### src/pkg/spdb_defines.vh
// Purpose: Constants for the synthesizer post-divider bank
// Assumes: Byte-wide register access, three bytes per divider
// Notes: Lowest address of a register holds its most significant byte
`ifndef SPDB_DEFINES_VH
`define SPDB_DEFINES_VH

`define SPDB_DIV_A_OFS 8'h98
`define SPDB_DIV_B_OFS 8'h9B
`define SPDB_DIV_C_OFS 8'h9E
`define SPDB_DIV_D_OFS 8'hA1
`define SPDB_BYTES_PER_REG 2'h3
`define SPDB_LAST_BYTE 2'h2
`define SPDB_CFG_RESET 24'h000000
`define SPDB_UNMAPPED_DATA 8'h00

`define SPDB_RATE_MSB 15
`define SPDB_RATE_LSB 0
`define SPDB_SRC_MSB 17
`define SPDB_SRC_LSB 16
`define SPDB_POL_BIT 18
`define SPDB_FMT_BIT 19
`define SPDB_MODE_MSB 23
`define SPDB_MODE_LSB 20
`define SPDB_MODE_SPECIAL 4'hF

`define SPDB_KIND_DIV 2'h0
`define SPDB_KIND_LF 2'h1
`define SPDB_KIND_FRAME 2'h2

`endif

### src/design/spdb_post_divider_bank.v
// Purpose: Four post-dividers producing divided clocks, low-frequency clocks or frame pulses
// Assumes: clk is the synthesizer output clock; base_tick pulses once per base-clock period
// Notes: Divided outputs are registered and follow clk edges; odd ratios are high one extra cycle
`timescale 1ns/1ps
`include "spdb_defines.vh"

// Function
// - Normal mode divides output clock by 24-bit ratio
// - Own source code gives base-clock low-frequency clock
// - Other source gives frame pulse, one period wide
// - Pulse spacing is low 16 bits periods
// - Polarity bit zero high pulse, one low
// - Format bit picks centred or leading-edge boundary
// - Outside special mode control bits are ratio
// - Mode field F picks frame or low-frequency, other values regular clock
// - Source field selects a sibling divider clock
// - Divider B source decode A, LF, C, D
// - Divider C source decode A, B, LF, D
// - Divider D source decode A, B, C, LF
// - Config registers read/write, reset to zero
// - Divider A source decode LF, B, C, D
module spdb_post_divider_bank (
  input wire clk,
  input wire nrst,
  input wire base_tick,
  input wire [7:0] reg_addr,
  input wire [7:0] reg_wdata,
  input wire reg_wr,
  input wire reg_rd,
  output reg [7:0] reg_rdata,
  output wire [3:0] div_out
);

  // Returns {hit, divider index, byte index}
  function [4:0] spdb_decode;
    input [7:0] addr;
    reg [7:0] base;
    reg [7:0] off;
    integer k;
    begin
      spdb_decode = 5'h00;
      off = 8'h00;
      for (k = 0; k < 4; k = k + 1) begin
        base = `SPDB_DIV_A_OFS + k[7:0] * {6'h00, `SPDB_BYTES_PER_REG};
        if (addr >= base && addr < base + {6'h00, `SPDB_BYTES_PER_REG}) begin
          // Byte index within the register is the low two bits of the offset
          off = addr - base;
          spdb_decode = {1'b1, k[1:0], off[1:0]};
        end
      end
    end
  endfunction

  // Classifies a configuration word for divider index idx
  function [1:0] spdb_kind;
    input [23:0] cfg;
    input [1:0] idx;
    begin
      if (cfg[`SPDB_MODE_MSB:`SPDB_MODE_LSB] != `SPDB_MODE_SPECIAL) begin
        spdb_kind = `SPDB_KIND_DIV;
      end else if (cfg[`SPDB_SRC_MSB:`SPDB_SRC_LSB] == idx) begin
        spdb_kind = `SPDB_KIND_LF;
      end else begin
        spdb_kind = `SPDB_KIND_FRAME;
      end
    end
  endfunction

  wire [4:0] wdec;
  wire [4:0] rdec;
  wire [3:0] clk_vec;
  wire [95:0] sh_vec;

  assign wdec = spdb_decode(reg_addr);
  assign rdec = spdb_decode(reg_addr);

  always @(posedge clk or negedge nrst) begin
    if (!nrst) begin
      reg_rdata <= `SPDB_UNMAPPED_DATA;
    end else if (reg_rd) begin
      if (!rdec[4]) begin
        reg_rdata <= `SPDB_UNMAPPED_DATA;
      end else begin
        case (rdec[1:0])
          2'h0: reg_rdata <= sh_vec[rdec[3:2] * 24 + 16 +: 8];
          2'h1: reg_rdata <= sh_vec[rdec[3:2] * 24 + 8 +: 8];
          default: reg_rdata <= sh_vec[rdec[3:2] * 24 +: 8];
        endcase
      end
    end
  end

  genvar gi;
  generate
    for (gi = 0; gi < 4; gi = gi + 1) begin : g_div
      localparam [1:0] IDX = gi;
      reg [23:0] sh_q;
      reg [23:0] act_q;
      reg [23:0] cnt_q;
      reg [23:0] cnt_d;
      reg [23:0] ratio;
      reg [23:0] half;
      reg clk_q;
      reg src_d1_q;
      reg [15:0] fcnt_q;
      reg fp_q;
      reg out_q;
      wire [1:0] kind;
      wire [1:0] src;
      wire sel_clk;
      wire rise;
      wire fall;
      wire [15:0] rate;
      wire [15:0] last;
      wire wr_me;

      assign wr_me = reg_wr && wdec[4] && (wdec[3:2] == IDX);
      assign kind = spdb_kind(act_q, IDX);
      assign src = act_q[`SPDB_SRC_MSB:`SPDB_SRC_LSB];
      assign sel_clk = clk_vec[src];
      assign rise = sel_clk && !src_d1_q;
      assign fall = !sel_clk && src_d1_q;
      assign rate = act_q[`SPDB_RATE_MSB:`SPDB_RATE_LSB];
      assign last = (rate <= 16'h0001) ? 16'h0000 : rate - 16'h0001;
      assign sh_vec[gi * 24 +: 24] = sh_q;
      assign clk_vec[gi] = clk_q;
      assign div_out[gi] = out_q;

      // stage bytes, commit on last byte
      always @(posedge clk or negedge nrst) begin
        if (!nrst) begin
          sh_q <= `SPDB_CFG_RESET;
          act_q <= `SPDB_CFG_RESET;
        end else if (wr_me) begin
          case (wdec[1:0])
            2'h0: sh_q[23:16] <= reg_wdata;
            2'h1: sh_q[15:8] <= reg_wdata;
            default: begin
              sh_q[7:0] <= reg_wdata;
              act_q <= {sh_q[23:8], reg_wdata};
            end
          endcase
        end
      end

      // whole word is ratio in normal mode
      always @* begin
        ratio = (kind == `SPDB_KIND_DIV) ? act_q : {8'h00, rate};
        half = (ratio >> 1) + {23'h000000, ratio[0]};
        cnt_d = (cnt_q >= ratio - 24'h000001) ? 24'h000000 : cnt_q + 24'h000001;
      end

      // clk division by whole ratio in normal mode, base-tick division by low 16 bits in low-frequency mode
      always @(posedge clk or negedge nrst) begin
        if (!nrst) begin
          cnt_q <= 24'h000000;
          clk_q <= 1'b0;
        end else if (kind == `SPDB_KIND_FRAME || ratio < 24'h000002) begin
          cnt_q <= 24'h000000;
          clk_q <= 1'b0;
        end else if (kind == `SPDB_KIND_DIV || base_tick) begin
          cnt_q <= cnt_d;
          clk_q <= (cnt_d < half);
        end
      end

      always @(posedge clk or negedge nrst) begin
        if (!nrst) begin
          src_d1_q <= 1'b0;
          fcnt_q <= 16'h0000;
          fp_q <= 1'b0;
        end else begin
          src_d1_q <= sel_clk;
          if (kind != `SPDB_KIND_FRAME) begin
            fcnt_q <= 16'h0000;
            fp_q <= 1'b0;
          end else begin
            if (rise) begin
              fcnt_q <= (fcnt_q >= last) ? 16'h0000 : fcnt_q + 16'h0001;
            end
            if (act_q[`SPDB_FMT_BIT] && rise) begin
              fp_q <= (fcnt_q >= last);
            end else if (!act_q[`SPDB_FMT_BIT] && fall) begin
              fp_q <= (fcnt_q == last);
            end
          end
        end
      end

      always @(posedge clk or negedge nrst) begin
        if (!nrst) begin
          out_q <= 1'b0;
        end else if (kind == `SPDB_KIND_FRAME) begin
          out_q <= fp_q ^ act_q[`SPDB_POL_BIT];
        end else begin
          out_q <= clk_q;
        end
      end
    end
  endgenerate

endmodule // spdb_post_divider_bank

### config.mk
export PLATFORM = sky130hd
export DESIGN_NAME = spdb_post_divider_bank
export DESIGN_NICKNAME = d
export VERILOG_FILES = /design/src/design/spdb_post_divider_bank.v
export VERILOG_INCLUDE_DIRS = /design/src /design/src/pkg
export SDC_FILE = /design/constraint.sdc
export NUM_CORES = 1
export LEC_CHECK = 0
export BUFFER_PORTS_ARGS = -buffer_cell sky130_fd_sc_hd__buf_2
export CORE_UTILIZATION = 65
export CTS_CLUSTER_SIZE = 40
export DETAILED_ROUTE_END_ITERATION = 10
export GPL_ROUTABILITY_DRIVEN = 0
export PLACE_DENSITY = 0.79
export SKIP_LAST_GASP = 1
export SLEW_MARGIN = 10
export SYNTH_ARGS = -nofsm -noshare
export SYNTH_HDL_FRONTEND = slang
export SYNTH_SLANG_ARGS = --single-unit
### constraint.sdc
create_clock -name clk -period 16.74 [get_ports clk]
set_input_delay 0.837 -clock clk [delete_from_list [all_inputs] [get_ports clk]]
set_output_delay 0.837 -clock clk [all_outputs]
set_load 0.03 [all_outputs]
==> results of run 1 <==
==> cell usage after synthesis, types with 35 or more instances <==
| cell type | n | area [um^2] |
|---|---|---|
| nand4_1 | 82 | 513 |
| inv_1 | 92 | 345 |
| o31ai_1 | 44 | 330 |
| and3_1 | 77 | 482 |
| a31oi_1 | 43 | 269 |
| nand2_1 | 318 | 1190 |
| nor2_1 | 262 | 983 |
| nor3_1 | 63 | 315 |
| mux2_2 | 93 | 1050 |
| nor4_1 | 35 | 219 |
| nand2b_1 | 49 | 307 |
| nand3_1 | 122 | 611 |
| xor2_1 | 131 | 1150 |
| mux2_1 | 48 | 541 |
| a21o_1 | 75 | 563 |
| a21oi_1 | 131 | 656 |
| clkbuf_1 | 123 | 462 |
| xnor2_1 | 122 | 1070 |
| ha_1 | 279 | 3490 |
| o21ai_0 | 97 | 485 |
| dfrtp_1 | 344 | 8610 |
==> sequential cells by signal, indices dropped and copies added (netlist names) <==
| register | count |
|---|---|
| g_div.cnt_q | 96 |
| g_div.act_q | 68 |
| reg_rdata | 8 |
| g_div.out_q | 4 |
| g_div.clk_q | 4 |
| g_div.fcnt_q | 64 |
| g_div.src_d1_q | 4 |
| g_div.sh_q | 92 |
| g_div.fp_q | 4 |
==> layout make-up <==
class / instances / area share, %
Multi-Input combinational cell: 2507 / 61.4
Tap cell: 539 / 2.30
Timing Repair Buffer: 46 / 0.983
Antenna cell: 10 / 0.0855
Clock buffer: 57 / 4.05
Inverter: 92 / 1.18
Clock inverter: 11 / 0.547
Sequential cell: 344 / 29.4
==> power breakdown <==
part / internal [mW] / switching, mW / total [mW]
clock network: 0.551 / 0.362 / 0.913
registers: 0.883 / 0.0890 / 0.972
logic: 0.223 / 0.297 / 0.521
total: 1.66 / 0.748 / 2.41
==> per-layer routing <==
layer | track usage (%) | wire [um]
met2 | 55.6 | 34900
met5 | 0 | 28
met1 | 46.3 | 32000
met3 | 4.92 | 5310
met4 | 14.9 | 2910
==> worst paths after layout <==
path | start | endpoint | slack (ns) | cells after the start
setup / recovery | g_div[1].act_q[21] | g_div[1].clk_q | 10.05 | 21
hold / removal | nrst | g_div[0].cnt_q[22] | 0.28 | 1
setup reg to reg | g_div[1].act_q[21] | g_div[1].clk_q | 10.05 | 21
hold reg to reg | reg_rdata[1] | reg_rdata[1] | 0.49 | 1
max in group asynchronous | nrst | g_div[2].cnt_q[12] | 14.96 | 2
min in group clk | reg_rdata[1] | reg_rdata[1] | 0.49 | 1
==> critical path, delay by kind of cell, from the launching register on <==
family | cells | cell delay, ns
and+or+nand+nor | 10 | 3.70
AOI/OAI and AO/OA | 9 | 1.68
adders and majority gates | 2 | 0.65
DFF | 1 | 0.55
==> cell families after synthesis <==
kind of cell               count (synthesis)  share of synthesized area, %
and+or+nand+nor                         1184                          21.7
AOI/OAI and AO/OA                        613                          15.1
DFF                                      344                          31.1
adders and majority gates                279                          12.6
buffers and inverters                    271                          4.13
xor gates and xnor gates                 253                          8.01
muxes                                    174                          7.26
other                                      1                        0.0136
==> stage by stage <==
step	utilization, %	instances	area (um^2)	hold slack, ns
3_5_place_dp	66.5	3528	27900	0.483
3_3_place_gp	66.5	3528	27900	0.474
5_1_grt	69.7	3600	29200	0.333
2_1_floorplan	-	3122	27700	0.465
4_1_cts	69.7	3596	29200	0.300
6_report	69.8	3606	29300	0.277
==> flow_metrics.env, run 1 <==
export IMPL_status="complete, no violations"
export IMPL_first_iter_violations=2562
export IMPL_hpwl_mm=55.2
export IMPL_grt_pass1_wl_mm=121
export IMPL_pin_count=33
export IMPL_via_count=24100
export IMPL_finalCritPeriodShare_pct=40.0
export IMPL_grt_pass1_vias=23100
export IMPL_multiInputGateArea_um2=18000
export IMPL_syn_area_um2=27700
export IMPL_clk_path_buf_depth=3
export IMPL_cpMaxStageDelayCell="nand4_1"
export IMPL_synth_enable_flop_cells=0
export IMPL_power_mw=2.41
export IMPL_clk_insertion_delay_late_ns=0.57
export IMPL_min_path_type="in2async"
export IMPL_clkTransAtPathRegs_ns=0.06
export IMPL_path_class="reg2reg"
export IMPL_slew_violations=0
export IMPL_antenna_found_initial=8
export IMPL_dr_pass1_iters=9
export IMPL_yosys_most_used_dff="dfrtp_1"
export IMPL_ys_types=94
export IMPL_holdBufCountCts=0
export IMPL_postCtsSetupBuffers=0
export IMPL_cp_required_ns=17.22
export IMPL_cellPowerDensity_nw_per_um2=82.2
export IMPL_totalWireLength_mm=75.2
export IMPL_async_reset_ff_share_pct=100
export IMPL_end_kind="flip-flop"
export IMPL_grt_overflow=0
export IMPL_fin_nets=3331
export IMPL_tns_ns=0
export IMPL_yosysSeqAreaShare_pct=31.1
export IMPL_tightestPinTransition_ns=1.24
export IMPL_start_kind="flip-flop"
export IMPL_worst_ep_arrival_time_ns=7.17
export IMPL_syn_inst=3119
export IMPL_area_growth_pct=5.82
export IMPL_cts_inserted_buffers=40
export IMPL_critPathMaxStageDelay_ns=0.77
export IMPL_maxCapViolCount=0
export IMPL_vias_per_cell=6.67
export IMPL_final_cell_mix="344 x dfrtp_1, 318 x nand2_1, 279 x ha_1"
export IMPL_antenna_left=0
export IMPL_h_tree_depth=2
export IMPL_p_leak_nw=13.6
export IMPL_relSlewSlack_pct=16.5
export IMPL_ir_drop_mv=0.0866
export IMPL_crit_path_cell_trace="nand4_1 -> nand2_1 -> nand3_4 -> nor4_4 -> a21oi_1 -> a311o_1 -> ha_1 -> nand4_1 -> nor4_1 -> nand2_1 -> a31oi_1 -> or3_1 -> nor2_1 -> ha_1 -> a21oi_1 -> o21ai_0 -> o211ai_1 -> o21ai_0 -> nor4_1 -> a22oi_1 -> a41oi_1"
export IMPL_fp_dieW_um=208
export IMPL_fin_crit_ns=6.69
export IMPL_drc=0
export IMPL_finClkSkew_ns=0.0172
export IMPL_rows=75
export IMPL_setup_viol=0
export IMPL_max_freq_mhz=150
export IMPL_rsz0062_at_grt="false"
export IMPL_ys_ff_latch=344
export IMPL_coreArea_um2=41900
export IMPL_wl_per_cell_um=20.9
export IMPL_worst_slack_ns=10.05
export IMPL_critPathMaxFanout=28
export IMPL_place_ws_ns=10.24
export IMPL_port_buffers=32
export IMPL_die_h_um=208
export IMPL_hold_viol=0
export IMPL_cts_root_buf="clkbuf_16"
export IMPL_fp_dieArea_um2=43400
export IMPL_seq_area_um2=8610
export IMPL_fillCellCount=3184
export IMPL_grt_max_degree=178
export IMPL_ctsResizeCount=0
export IMPL_drive_above_1_share_pct=8.60
export IMPL_clock_sinks=344
export IMPL_ys_warn_count=0
export IMPL_cts_tree="built"
export IMPL_final_common_cell="dfrtp_1"
export IMPL_grt_total_usage_pct=34.5
export IMPL_syn_area_per_cell_um2=8.87
export IMPL_start_util_pct=65.9
No activity file was read; power rests on OpenSTA's default activity.
==> run 2: changes to the inputs <==
- ABC_AREA: unset -> 1
- clock period: 16.74 -> 6.8 ns (I/O delays scaled with it)
==> run 2 against run 1 <==
  * Synthesized cell count increased by 23%
  * Non-clock buffer count decreased by 7
  * Synthesized area about the same
  * Hold slack got worse by 0.063 ns
  * Design area increased by 0.33%
  * Sequential power increased to 2.6 times the previous value
  * Largest cell class unchanged
  * Highest routed layer unchanged
==> flow_metrics.env, run 2 <==
export IMPL_status="complete, no violations"
export IMPL_cp_required_ns=7.26
export IMPL_end_kind="flip-flop"
export IMPL_hold_viol=0
export IMPL_async_reset_ff_share_pct=100
export IMPL_wl_per_cell_um=16.5
export IMPL_relSlewSlack_pct=33.8
export IMPL_critPathMaxFanout=13
export IMPL_cpMostUsedCell="nand2_1"
export IMPL_hpwl_mm=54.4
export IMPL_clk_insertion_delay_late_ns=0.58
export IMPL_die_h_um=208
export IMPL_grt_overflow=0
export IMPL_fin_crit_ns=5.36
export IMPL_grt_pass1_wl_mm=119
export IMPL_cellPowerDensity_nw_per_um2=253
export IMPL_vias_per_cell=5.74
export IMPL_fin_util_pct=70.0
export IMPL_coreArea_um2=41900
export IMPL_rows=75
export IMPL_pin_count=33
export IMPL_ys_types=62
export IMPL_fp_dieArea_um2=43400
export IMPL_finClkSkew_ns=0.0133
export IMPL_holdBufCountCts=1
export IMPL_antenna_found_initial=3
export IMPL_slew_violations=0
export IMPL_largest_reg_flops=96
export IMPL_cts_inserted_buffers=40
export IMPL_yosys_most_used_dff="dfrtp_1"
export IMPL_synthTopCellsByCount="853 x nand2_1, 524 x inv_1, 344 x dfrtp_1"
export IMPL_clk_path_buf_depth=3
export IMPL_yosysSeqAreaShare_pct=31.1
export IMPL_holdWs_ns=0.214
export IMPL_setup_viol=0
export IMPL_h_tree_depth=2
export IMPL_top_regs="g_div.cnt_q (96), g_div.sh_q (92), g_div.act_q (68)"
export IMPL_worst_ep_arrival_time_ns=5.83
export IMPL_synth_enable_flop_cells=0
export IMPL_yosys_top_cells_area="dfrtp_1 31%, ha_1 13%, nand2_1 12%"
export IMPL_grt_max_degree=168
export IMPL_antenna_left=0
export IMPL_place_area_um2=27900
export IMPL_postCtsSetupBuffers=0
export IMPL_final_instance_count_excl_fill=4369
export IMPL_maxCapViolCount=0
export IMPL_syn_inst=3828
export IMPL_rsz0062_at_grt="false"
export IMPL_fin_nets=4096
export IMPL_path_class="reg2reg"
export IMPL_regMostFlops="g_div.cnt_q"
export IMPL_yosys_area_top_type="dfrtp_1"
export IMPL_synth_most_common_cell="nand2_1"
export IMPL_cpMaxStageDelayCell="inv_1"
export IMPL_dr_pass1_iters=6
export IMPL_cts_tree="built"
export IMPL_ys_ff_latch=344
export IMPL_drive_above_1_share_pct=5.77
export IMPL_place_ws_ns=1.53
export IMPL_power_mw=7.41
export IMPL_design_area_um2=29400
export IMPL_syn_area_per_cell_um2=7.23
export IMPL_fp_dieW_um=208
export IMPL_cts_root_buf="clkbuf_16"
export IMPL_ctsResizeCount=0
export IMPL_clkTransAtPathRegs_ns=0.06
export IMPL_worst_slack_ns=1.44
export IMPL_port_buffers=32
export IMPL_via_count=25100
export IMPL_final_cell_mix="853 x nand2_1, 524 x inv_1, 344 x dfrtp_1"
export IMPL_start_kind="flip-flop"
export IMPL_ys_warn_count=0
export IMPL_tightestPinTransition_ns=0.994
export IMPL_ir_drop_mv=0.247
export IMPL_p_leak_nw=14.8
export IMPL_min_path_type="in2reg"
export IMPL_clock_sinks=344
export IMPL_finalCritPeriodShare_pct=78.9
export IMPL_syn_area_um2=27700
export IMPL_tns_ns=0
export IMPL_drc=0
export IMPL_grt_total_usage_pct=33.9
export IMPL_area_growth_pct=6.13
export IMPL_grt_pass1_vias=23300
export IMPL_max_freq_mhz=186
export IMPL_placed_cells=4292
export IMPL_yosys_area_top_type_share_pct=31.1
export IMPL_totalWireLength_mm=72.0
export IMPL_start_util_pct=66.0
export IMPL_final_common_cell="nand2_1"
export IMPL_critPathMaxStageDelay_ns=0.53
export IMPL_first_iter_violations=2318
## run 2: cell type report
class                   count  area (um^2)
well taps                 539          674
diodes                      3         7.51
clock buffers              48         1080
multi-input cells        2835        16400
clock inverters            25          362
fillers                  3620        12600
inverters                 536         2020
flip-flops and latches    344         8610
repair buffers             39          238
## run 2: final timing paths
kind	slack, ns	start	to	cells after the start
worst max-delay path	1.44	g_div[0].sh_q[0]	g_div[0].clk_q	28
worst min register to register	0.48	g_div[2].sh_q[20]	g_div[2].sh_q[20]	2
worst max register to register	1.44	g_div[0].sh_q[0]	g_div[0].clk_q	28
min in group asynchronous	0.41	nrst	g_div[2].cnt_q[10]	2
worst min-delay path	0.21	reg_rd	reg_rdata[2]	4
max in group asynchronous	4.92	nrst	g_div[0].cnt_q[12]	3
## run 2: kinds of logic after synthesis
family          after synthesis  synth area share (%)
flops                       344                  31.1
compound gates              570                  11.6
fa+ha+maj                   279                  12.6
buf+inv                     652                  9.76
mux                           1                0.0362
simple gates               1775                  28.3
xor+xnor                    206                  6.52
other cells                   1                0.0136
## run 2: metal layers
layer	track usage (%)	vias to the layer above	wire (um)
li1	-	12500	-
met1	49.0	11500	33000
met2	52.3	876	31600
met3	4.92	141	5500
met4	10.5	2	1950
met5	0	-	12
## run 2: power by group
group,switching [mW],internal (mW)
Sequential,0.253,2.26
Combinational,1.63,0.883
Clock,0.937,1.45
## run 2: critical path: cells and delay by family, from the launching register on
kind                       cells  cell delay, ns
buffers and inverters          4            0.81
AOI/OAI and AO/OA              7            1.12
xor gates and xnor gates       1            0.17
DFF                            1            0.41
and+or+nand+nor               14            2.25
adders and majority gates      2            0.47
